File: src/rtl/fpa_pkg.sv
// package for the fixed-point arithmetic datapath: widths, opcodes, resets
package fpa_pkg;

  localparam int WORD_W   = 16;
  localparam int PROD_W   = 32;
  localparam int RESULT_W = 40;
  localparam int SIGN_BIT = 15;

  localparam logic [15:0] WORD_RESET   = 16'h0000;
  localparam logic [39:0] RESULT_RESET = 40'h00_0000_0000;

  typedef enum logic [3:0] {
    ALU_ADD    = 4'b0000,
    ALU_ADDC   = 4'b0001,
    ALU_SUB    = 4'b0010,
    ALU_SUBC   = 4'b0011,
    ALU_AND    = 4'b0100,
    ALU_OR     = 4'b0101,
    ALU_XOR    = 4'b0110,
    ALU_NOT    = 4'b0111,
    ALU_PASS   = 4'b1000,
    ALU_SIGNED_DIVIDE_STEP   = 4'b1001
  } fpa_alu_op_type;

  typedef enum logic [2:0] {
    MUL_SS     = 3'b000,
    MUL_UU     = 3'b001,
    MUL_SU     = 3'b010,
    MUL_US     = 3'b011,
    MUL_RND    = 3'b100
  } fpa_mul_mode_type;

  localparam logic [39:0] ROUND_BIAS = 40'h00_0000_8000;

endpackage : fpa_pkg

File: src/rtl/fpa_mul_array.sv
// multiplier array: raw 32-bit product with per-instruction signedness
`timescale 1ns/10ps
module fpa_mul_array #(
  parameter int WIDTH = 16
) (
  input  wire logic [WIDTH-1:0]        opX,
  input  wire logic [WIDTH-1:0]        opY,
  input  wire fpa_pkg::fpa_mul_mode_type mode,
  output logic      [2*WIDTH-1:0]      product
);
  import fpa_pkg::*;

  // each operand is widened by one bit so one signed multiply covers all
  // four signedness combinations
  wire              xSigned;
  wire              ySigned;
  wire [WIDTH:0]    xExt;
  wire [WIDTH:0]    yExt;
  wire [2*WIDTH+1:0] fullProd;

  assign xSigned  = (mode == MUL_SS) || (mode == MUL_SU) ||
                    (mode == MUL_RND);                    // [RQ10]
  assign ySigned  = (mode == MUL_SS) || (mode == MUL_US) ||
                    (mode == MUL_RND);                    // [RQ10]
  assign xExt     = {xSigned & opX[WIDTH-1], opX};
  assign yExt     = {ySigned & opY[WIDTH-1], opY};
  assign fullProd = $signed(xExt) * $signed(yExt);
  // only the low bits are a raw pattern; interpretation happens later
  assign product  = fullProd[2*WIDTH-1:0];                // [RQ10]

endmodule // fpa_mul_array

File: src/rtl/fixed_point_arith.sv
// fixed-point arithmetic unit and multiplier result path with status flags
//
// Function
// RQ1: the datapath works on 16-bit fixed-point words and supports multiword carry chains and signed results for block floating point.
// RQ2: logical operations treat all sixteen bits as a plain pattern without sign or binary point.
// RQ3: signed values are two's complement with the msb as sign, never signed magnitude.
// RQ4: fractions are 1.15 two's complement, from minus one to one lsb below plus one.
// RQ5: the arithmetic unit treats words as unsigned patterns except in the signed divide step.
// RQ6: the zero and negative flags read the result as a signed two's-complement value.
// RQ7: overflow is flagged when the result sign disagrees with what operand signs predict.
// RQ8: carry is the unsigned carry out of the most significant bit.
// RQ9: lower words of multiword numbers are unsigned, so carry between words is unsigned.
// RQ10: the multiplier yields a raw product with operands interpreted per instruction mode.
// RQ11: a product loaded into the result register is sign-extended across all 40 bits.
// RQ12: the product is always shifted left one bit, turning 2.30 into 1.31.
// RQ13: negative equals result bit 15 and zero is set only when all sixteen bits are zero.
`timescale 1ns/10ps
module fixed_point_arith #(
  parameter int WIDTH = fpa_pkg::WORD_W
) (
  input  wire logic                     mclk,
  input  wire logic                     sys_rst,
  input  wire logic                     aluEn,
  input  wire fpa_pkg::fpa_alu_op_type  aluOp,
  input  wire logic [WIDTH-1:0]         aluX,
  input  wire logic [WIDTH-1:0]         aluY,
  input  wire logic                     mulEn,
  input  wire fpa_pkg::fpa_mul_mode_type mulMode,
  input  wire logic [WIDTH-1:0]         mulX,
  input  wire logic [WIDTH-1:0]         mulY,
  output logic      [WIDTH-1:0]         aluResult,
  output logic                          result_zero_flag,
  output logic                          result_negative_flag,
  output logic                          arith_overflow_flag,
  output logic                          arith_carry_flag,
  output logic      [39:0]              multiply_result_register
);
  import fpa_pkg::*;

  // ==========================================================
  // arithmetic unit: operand selection
  // ==========================================================
  logic [WIDTH-1:0] aluResult_reg;
  logic             zero_reg;
  logic             neg_reg;
  logic             ovf_reg;
  logic             carry_reg;
  logic [39:0]      mr_reg;

  wire              isSub;
  wire              isArith;
  wire              useCarry;
  wire              divsOp;
  wire [WIDTH-1:0]  yOperand;
  wire              carryIn;
  wire [WIDTH:0]    sumWide;
  wire [WIDTH-1:0]  sumWord;
  wire [WIDTH-1:0]  logicWord;

  assign divsOp   = (aluOp == ALU_SIGNED_DIVIDE_STEP);
  // signed divide step: the quotient bit is the sign disagreement of
  // the operands, so subtract only when their signs match
  assign isSub    = (aluOp == ALU_SUB) || (aluOp == ALU_SUBC) ||
                    (divsOp && (aluX[WIDTH-1] == aluY[WIDTH-1])); // [RQ5]
  assign isArith  = (aluOp == ALU_ADD) || (aluOp == ALU_ADDC) ||
                    (aluOp == ALU_SUB) || (aluOp == ALU_SUBC) || divsOp;
  assign useCarry = (aluOp == ALU_ADDC) || (aluOp == ALU_SUBC);

  // subtract as x + ~y + 1; with carry, the stored unsigned carry links
  // the lower word of a multiword number to the next one
  assign yOperand = isSub ? ~aluY : aluY;                        // [RQ3]
  assign carryIn  = useCarry ? carry_reg : isSub;                // [RQ9]
  assign sumWide  = {1'b0, aluX} + {1'b0, yOperand} +
                    {{WIDTH{1'b0}}, carryIn};                    // [RQ5]
  assign sumWord  = sumWide[WIDTH-1:0];

  // ==========================================================
  // logical operations on plain bit patterns
  // ==========================================================
  logic [WIDTH-1:0] logicSel;
  always_comb begin
    case (aluOp)
      ALU_AND: logicSel = aluX & aluY;                           // [RQ2]
      ALU_OR:  logicSel = aluX | aluY;                           // [RQ2]
      ALU_XOR: logicSel = aluX ^ aluY;                           // [RQ2]
      ALU_NOT: logicSel = ~aluX;                                 // [RQ2]
      default: logicSel = aluX;
    endcase
  end
  assign logicWord = logicSel;

  // ==========================================================
  // flags
  // ==========================================================
  wire [WIDTH-1:0] aluNext;
  wire             zeroNext;
  wire             negNext;
  wire             ovfNext;
  wire             carryNext;

  assign aluNext   = isArith ? sumWord : logicWord;              // [RQ1]
  // flags read the result as signed two's complement
  assign negNext   = aluNext[SIGN_BIT];                          // [RQ6] [RQ13]
  assign zeroNext  = (aluNext == WORD_RESET);                    // [RQ6] [RQ13]
  // overflow only when both effective addends share a sign the sum lacks;
  // mixed signs can never trip it
  assign ovfNext   = isArith &&
                     (aluX[WIDTH-1] == yOperand[WIDTH-1]) &&
                     (sumWord[WIDTH-1] != aluX[WIDTH-1]);        // [RQ7]
  assign carryNext = isArith && sumWide[WIDTH];                  // [RQ8]

  always_ff @(posedge mclk) begin
    if (sys_rst) begin
      aluResult_reg <= WORD_RESET;
      zero_reg      <= 1'b0;
      neg_reg       <= 1'b0;
      ovf_reg       <= 1'b0;
      carry_reg     <= 1'b0;
    end else if (aluEn) begin
      aluResult_reg <= aluNext;
      zero_reg      <= zeroNext;
      neg_reg       <= negNext;
      ovf_reg       <= ovfNext;
      carry_reg     <= carryNext;                                // [RQ9]
    end
  end

  // ==========================================================
  // multiplier and result register
  // ==========================================================
  wire [2*WIDTH-1:0] rawProduct;
  wire [39:0]        shiftedProd;
  wire [39:0]        roundedProd;
  wire [39:0]        mrNext;

  fpa_mul_array #(
    .WIDTH   (WIDTH)
  ) uMul (
    .opX     (mulX),
    .opY     (mulY),
    .mode    (mulMode),
    .product (rawProduct)
  );

  // 1.15 x 1.15 gives 2.30; one left shift lines it up as 1.31 so the
  // top word is a 1.15 value. integer users must shift back right.
  assign shiftedProd = {{(40-2*WIDTH){rawProduct[2*WIDTH-1]}},
                        rawProduct} <<< 1;                       // [RQ11] [RQ12] [RQ4]
  // rounding adds half an lsb of the upper word; bias-to-nearest only
  assign roundedProd = shiftedProd + ROUND_BIAS;
  assign mrNext      = (mulMode == MUL_RND) ? roundedProd : shiftedProd;

  always_ff @(posedge mclk) begin
    if (sys_rst) begin
      mr_reg <= RESULT_RESET;
    end else if (mulEn) begin
      mr_reg <= mrNext;                                          // [RQ11]
    end
  end

  assign aluResult                = aluResult_reg;
  assign result_zero_flag         = zero_reg;
  assign result_negative_flag     = neg_reg;
  assign arith_overflow_flag      = ovf_reg;
  assign arith_carry_flag         = carry_reg;
  assign multiply_result_register = mr_reg;

endmodule // fixed_point_arith

File: config.mk
export PLATFORM = sky130hd
export DESIGN_NAME = fixed_point_arith
export DESIGN_NICKNAME = d
export VERILOG_FILES = /design/src/rtl/fpa_pkg.sv /design/src/rtl/fpa_mul_array.sv /design/src/rtl/fixed_point_arith.sv
export SDC_FILE = /design/constraint.sdc
export NUM_CORES = 1
export LEC_CHECK = 0
export BUFFER_PORTS_ARGS = -buffer_cell sky130_fd_sc_hd__buf_2
export CORE_MARGIN = 2
export CORE_UTILIZATION = 59
export DETAILED_ROUTE_END_ITERATION = 6
export PLACE_DENSITY = 0.77
export SKIP_CTS_REPAIR_TIMING = 1
export SYNTH_ARGS = -nofsm -noshare
export SYNTH_HDL_FRONTEND = slang
export SYNTH_SLANG_ARGS = --single-unit
File: constraint.sdc
create_clock -name mclk -period 10.5 [get_ports mclk]
set_input_delay 1.05 -clock mclk [delete_from_list [all_inputs] [get_ports mclk]]
set_output_delay 1.05 -clock mclk [all_outputs]
set_load 0.05 [all_outputs]
Yosys cells after proc, flatten, opt, wreduce, memory -nomap -nowiden
Index checks and enable logic that the tools add are counted.
- bitwise gates (word level): 7
- reductions and logical operators: 18
- $add $sub $neg: 3
- multiplexer cells: 5
- multipliers: 1
- equal/unequal tests: 14
- operator list (kind ; number):
    16-bit one-hot mux with 4 select lines ; 1
    40-bit 2-to-1 mux ; 1
    33-bit by 17-bit adder with 34-bit output, second input constant ; 1
    17-bit by 17-bit multiplier with 32-bit output ; 1
    16-bit 2-to-1 mux ; 2
    16-bit NOT ; 2
    16-bit by 16-bit adder with 17-bit output ; 1
    17-bit by 1-bit adder with 17-bit output ; 1
    16-bit AND ; 1
    4-bit by 3-bit equality test with 1-bit output, second input constant ; 4
    16-bit logical NOT ; 1
    16-bit bitwise OR ; 1
    16-bit XOR ; 1
    1-bit logical OR ; 11
    4-bit by 2-bit equality test with 1-bit output, second input constant ; 2
    3-bit by 2-bit equality test with 1-bit output, second input constant ; 2
    4-bit by 1-bit equality test with 1-bit output, second input constant ; 1
    4-bit equality test, second input constant ; 1
    1-bit logical AND ; 4
    4-bit logical NOT ; 1
    3-bit equality test, second input constant ; 1
    3-bit logical NOT ; 1
    1-bit AND ; 2
    1-bit equality test ; 2
    2 further kinds ; 2
- input bits: 75
- flip-flop bits (word level): 60
- word-level logic and storage cells: 54

Logic depth before layout (Yosys ltp)
Gate-level depths: netlist (run 1).
- depth after elaboration: 8
- mapped depth: 28
- mapped depth without buffers: 26

By module
Synthesis (run 1) repeated with hierarchy kept, for this count alone.
- cells, all modules: 1735
- area total of the unflattened synthesis: 15164.5 um2
- modules (own cells, without submodules) (module ; sequential area each (um2) ; area an instance (um2) ; cells each ; times used):
    fpa_mul_array ; 0.0 ; 10573.9 ; 1168 ; 1
    fixed_point_arith ; 1041.0 ; 4590.7 ; 567 ; 1

Least setup slack after synthesis (run 1)
Ideal clock, no wire load.
- path type: input-to-reg
- from: in mulX[15]
- to: reg mr_reg[30], in the netlist multiply_result_register[30]
- buffers on the path: 3
- cell stages on the path: 25
- setup slack: 2880 ps
- arrival: 7481 ps
- data required time: 10361 ps
- cells stage by stage: clkbuf_1 -> and3b_1 -> clkbuf_1 -> nand2_1 -> inv_1 -> fa_1 -> fa_1 -> inv_1 -> fa_1 -> fa_1 -> fa_1 -> inv_1 -> fa_1 -> ha_1 -> clkbuf_1 -> nand4_1 -> nor2b_1 -> nand2b_1 -> o22ai_1 -> a31oi_1 -> xor2_1 -> nand4bb_1 -> or4b_1 -> nand2_1 -> o221ai_1
- longest elaborated chain between the ends: 4
- ends and longest elaborated chain (element ; line ; RTL):
    start, declared ; fixed_point_arith.sv:29 ; input wire logic [WIDTH-1:0] mulX,
    1-bit AND ; fpa_mul_array.sv:25 ; assign xExt = {xSigned & opX[WIDTH-1], opX};
    17-bit by 17-bit multiplier with 32-bit output * ; fpa_mul_array.sv:27 ; assign fullProd = $signed(xExt) * $signed(yExt);
    33-bit by 17-bit adder with 34-bit output ; fixed_point_arith.sv:150 ; assign roundedProd = shiftedProd + ROUND_BIAS;
    40-bit 2-to-1 mux * ; fixed_point_arith.sv:151 ; assign mrNext = (mulMode == MUL_RND) ? roundedProd : shiftedProd;
    end signal, assigned ; fixed_point_arith.sv:157 ; mr_reg <= mrNext;
    end, declared ; fixed_point_arith.sv:48 ; logic [39:0] mr_reg;
Every way passes the cells marked *; elsewhere a longest branch is shown, timed or not.
A chain may end at the register's enable or synchronous reset.

Worst setup path in the final report (run 1)
Same ends and word-level chain as after synthesis.

==> results.json, run 1 <==
{
  "status": "complete, no violations",
  "required_ns": 10.66,
  "synth_cell_type_count": 73,
  "global_route.usage.met1_pct": 35.98,
  "fin_nets": 2304,
  "first_iter_violations": 697,
  "core_area_um2": 25330,
  "period_needed_ns": 8.131,
  "cts_tree": "done",
  "grt_max_degree": 52,
  "routed_wl_um": 36640,
  "path_delay_family": "adder cells",
  "place_ws_ns": 2.062,
  "synth-seq-cells": 52,
  "crit_type": "in2reg",
  "synth_largest_area_cell": "fa_1",
  "layout_worst_path_cycle_share_pct": 77.44,
  "worst_path_largest_cell_delay_ns": 0.59,
  "start_kind": "input pin",
  "skew_ns": 0.002863,
  "grtUsageMet3_pct": 3.247,
  "area_growth_pct": 6.105,
  "hold_ws_ns": 0.4607,
  "antenna_left": 0,
  "worst-path-max-fanout": 19,
  "antenna_found_initial": 0,
  "place_hpwl_um": 30500,
  "syn_avg_cell_area_um2": 8.760,
  "slowest_stage": "fa_1",
  "synthArstFlopShare_pct": 0,
  "cts_root_buffer": "clkbuf_16",
  "worst_setup_path_end_kind": "register",
  "tns_ns": 0,
  "cp_cell_sequence": "buf_2 > and3b_1 > nand2_1 > inv_1 > fa_1 > fa_1 > inv_1 > fa_1 > fa_1 > fa_1 > inv_1 > fa_1 > ha_1 > nand4_1 > nor2b_1 > nand2b_1 > o22ai_1 > a31oi_1 > xor2_1 > nand4bb_1 > or4b_1 > nand2_1 > o221ai_1",
  "synthTopCellsByArea": "fa_1 37%, ha_1 11%, inv_1 8.6%",
  "grt_pass1_vias": 12600,
  "numCtsBuffers": 5,
  "worst_slack_ns": 2.369,
  "rsz0062_at_grt": "false",
  "tightest_slew_ns": 0.7814,
  "drc": 0,
  "grt_overflow": 0,
  "ioPinCount": 135,
  "use_met2_pct": 49.72,
  "final_cell_mix": "352 x inv_1, 284 x fa_1, 167 x and2_1, 149 x nand2_1, 133 x buf_2",
  "drv_cap": 0,
  "dr_total_vias": 12140,
  "yosysSeqAreaShare_pct": 6.791,
  "grtUsageTotal_pct": 28.16,
  "final_common_cell": "inv_1",
  "critPathBufInv": 4,
  "vias_per_cell": 5.656,
  "hp-class": "reg2reg",
  "max_slew_margin_pct": 47.85,
  "timing.fmax_mhz": 123.0,
  "drive_above_1_share_pct": 10.13,
  "grt_busiest_layer": "met2",
  "die_area_um2": 27290,
  "htreeDepth": 2,
  "gp_congestion": 0.9201,
  "arrival_ns": 8.29,
  "utilization_pct": 64.22,
  "firstDrtPassIters": 7,
  "finalMaxSlewViolations": 0,
  "syn_inst": 1750,
  "path_clk_slew_ns": 0.07,
  "wl_per_cell_um": 17.07,
  "yosys_warnings": 0,
  "die_y_um": 165.2,
  "num_rows": 58,
  "hold_violations": 0,
  "clock_latency_ns": 0.30,
  "clock_path_buffers": 2,
  "start_util_pct": 60.53,
  "largest_reg_flops": 33,
  "grt_pass1_wl_um": 60840,
  "setup_viol": 0,
  "path_common_cell": "fa_1",
  "netlist.area_leader.share_pct": 37.09,
  "io_buffers": 133,
  "cts.sinks": 52,
  "synth_edf_count": 0,
  "die_w_um": 165.2,
  "synth_ff_type": "dfxtp_1",
  "synth_area_um2": 15330,
  "diodes": 0,
  "syn_nets": 2239
}
cell usage after synthesis, types with 7 or more instances:
| master | n |
|---|---|
| fa_1 | 284 |
| o211ai_1 | 7 |
| a21oi_1 | 46 |
| o21a_1 | 9 |
| mux2i_1 | 23 |
| a211oi_1 | 31 |
| nor2_1 | 106 |
| a31oi_1 | 8 |
| nor3_1 | 19 |
| nor2b_1 | 10 |
| nand2b_1 | 11 |
| xnor2_1 | 54 |
| inv_1 | 352 |
| and3_1 | 7 |
| nand2_1 | 149 |
| o21ai_0 | 32 |
| xor2_1 | 23 |
| nand3_1 | 14 |
| and2_1 | 167 |
| or2_2 | 9 |
| mux4_2 | 11 |
| or3_1 | 10 |
| a21o_1 | 16 |
| buf_4 | 8 |
| ha_1 | 130 |
| clkbuf_1 | 67 |
| dfxtp_1 | 52 |
tightest hold or removal path, stage by stage, from the launching register on:
cell and delay [ns]:
dfxtp_1 0.31, nand2_1 0.05, a21oi_1 0.05
cells by family (layout without fill, tap and decap cells):
| kind of cell | after synthesis | count (layout) | synth area share (%) |
|---|---|---|---|
| flops | 52 | 52 | 6.791 |
| other cells | 1 | 1 | 0.02446 |
| simple gates | 534 | 534 | 17.87 |
| xor+xnor | 77 | 77 | 4.399 |
| fa+ha+maj | 414 | 414 | 47.70 |
| buf+inv | 434 | 500 | 10.85 |
| compound gates | 198 | 198 | 8.807 |
| mux | 40 | 40 | 3.559 |
layer usage:
| layer | routed length [um] | vias to the layer above |
|---|---|---|
| met5 | 0 | - |
| met3 | 2067 | 89 |
| met1 | 14600 | 6074 |
| met4 | 1288 | 0 |
| met2 | 18680 | 402 |
| li1 | - | 5573 |
stage by stage:
step | std cells | instance area, um^2
after floorplan | 1750 | 15330
after global placement | 2138 | 16120
after detailed placement | 2138 | 16120
after CTS | 2146 | 16270
after global routing | 2146 | 16270
final | 2146 | 16270
final cells by class:
class	instances	area, um^2
Multi-Input combinational cell	1264	12630
Tap cell	330	412.9
Timing Repair Buffer	139	710.7
Clock inverter	1	7.507
Inverter	353	1325
Sequential cell	52	1041
Fill cell	2126	9061
Clock buffer	7	142.6
final timing paths:
kind                                             startpoint                           end  slack (ns)  cells after the start
worst max-delay path                               mulX[15]  multiply_result_register[30]        2.37                     23
worst max register to register             arith_carry_flag              result_zero_flag        6.57                     12
worst min-delay path            multiply_result_register[1]   multiply_result_register[1]        0.46                      2
worst min register to register  multiply_result_register[1]   multiply_result_register[1]        0.46                      2
Power of run 1 is not shown: default switching activity piles up to over one toggle a cycle in this logic, so the estimate is an artifact.
==> run 2, diff against run 1 <==
- clock period: 10.5 -> 7.5 ns (I/O delays scaled with it)
==> results.json, run 2 (synthesis results as in run 1) <==
{
  "tightest_slew_ns": 0.6929,
  "utilization_pct": 65.56,
  "largest_reg_flops": 33,
  "required_ns": 7.70,
  "place_hpwl_um": 30580,
  "timing.critical_path.from": "mulY[2]",
  "htreeDepth": 2,
  "clock_latency_ns": 0.30,
  "vias_per_cell": 5.547,
  "die_w_um": 165.2,
  "core_area_um2": 25330,
  "worst_slack_ns": 0.3627,
  "drive_above_1_share_pct": 12.47,
  "status": "complete, no violations",
  "cts_tree": "done",
  "area_growth_pct": 8.309,
  "start_kind": "input pin",
  "worst-path-max-fanout": 12,
  "hold_violations": 0,
  "gp_congestion": 0.9439,
  "maxUsedRoutingLayer": "met4",
  "finalMaxSlewViolations": 0,
  "grt_pass1_vias": 12750,
  "dr_total_vias": 12150,
  "timing.fmax_mhz": 140.1,
  "drv_cap": 0,
  "grt_max_degree": 52,
  "firstDrtPassIters": 7,
  "wl_met1_um": 14740,
  "antenna_left": 0,
  "clock_path_buffers": 2,
  "num_rows": 58,
  "hp-class": "reg2reg",
  "fin_nets": 2349,
  "place_ws_ns": -0.01981,
  "grt_overflow": 0,
  "io_buffers": 133,
  "drc": 0,
  "grtUsageTotal_pct": 27.67,
  "rsz0062_at_grt": "false",
  "path_clk_slew_ns": 0.07,
  "crit_type": "in2reg",
  "start_util_pct": 60.53,
  "ioPinCount": 135,
  "final_cell_mix": "352 x inv_1, 284 x fa_1, 167 x and2_1, 149 x nand2_1, 133 x buf_2",
  "setup_viol": 0,
  "final_common_cell": "inv_1",
  "met3_length_um": 1543,
  "skew_ns": 0.005949,
  "die_area_um2": 27290,
  "period_needed_ns": 7.137,
  "worst_setup_path_end_kind": "register",
  "cts.sinks": 52,
  "grt_pass1_wl_um": 60600,
  "wl_per_cell_um": 16.33,
  "numCtsBuffers": 5,
  "cts_root_buffer": "clkbuf_16",
  "layout_worst_path_cycle_share_pct": 95.16,
  "routed_wl_um": 35770,
  "die_y_um": 165.2,
  "hp-start": "multiply_result_register[1]",
  "reg2reg_from": "arith_carry_flag",
  "arrival_ns": 7.34,
  "first_iter_violations": 644,
  "dr_wl_met2_um": 18260,
  "antenna_found_initial": 0,
  "diodes": 0,
  "max_slew_margin_pct": 52.61
}
[run 2: through the flow]
step | cell area [um^2] | hold slack (ns) | TNS, ns | std cells
final | 16600 | 0.4626 | 0 | 2190
after global routing | 16600 | 0.4946 | 0 | 2190
after CTS | 16590 | 0.4703 | 0 | 2190
after detailed placement | 16450 | 0.4604 | -0.01981 | 2183
after global placement | 16450 | 0.4364 | 0 | 2183
after floorplan | 15330 | 0.6714 | 0 | 1750
[run 2: area by class of cell]
type                       instances  area, um^2
multi-input combinational       1264       12640
fill                            2070        8723
inverter                         353        1325
timing repair buffer             184        1049
sequential                        52        1041
tap                              330       412.9
clock buffer                       5       125.1
clock inverter                     2       12.51
[run 2: path summary, 6_finish.rpt]
| kind | slack (ns) | end | depth (start not counted) |
|---|---|---|---|
| max reg2reg | 3.60 | result_zero_flag | 12 |
| max | 0.36 | multiply_result_register[31] | 23 |
| min reg2reg | 0.46 | multiply_result_register[1] | 2 |
| min | 0.46 | multiply_result_register[1] | 2 |
[run 2: worst max-delay path: stages]
cell      delay (ns)
buf_2           0.18
and2_1          0.20
fa_1            0.53
inv_1           0.06
fa_1            0.49
fa_1            0.52
inv_1           0.06
fa_1            0.50
fa_1            0.53
inv_1           0.06
fa_1            0.48
inv_1           0.04
ha_1            0.37
a211oi_1        0.32
o21bai_1        0.21
o21a_1          0.24
a21o_2          0.20
xnor2_1         0.14
a211oi_1        0.33
and4bb_2        0.37
nand3_1         0.14
or3_1           0.33
a311oi_1        0.26
[run 2: metal layers]
metal,track usage (%),vias to the layer above
met5,0,-
met2,49.13,339
met1,35.73,6059
met3,2.897,90
li1,-,5659
met4,8.458,0
Power of run 2 is left out for the same reason.
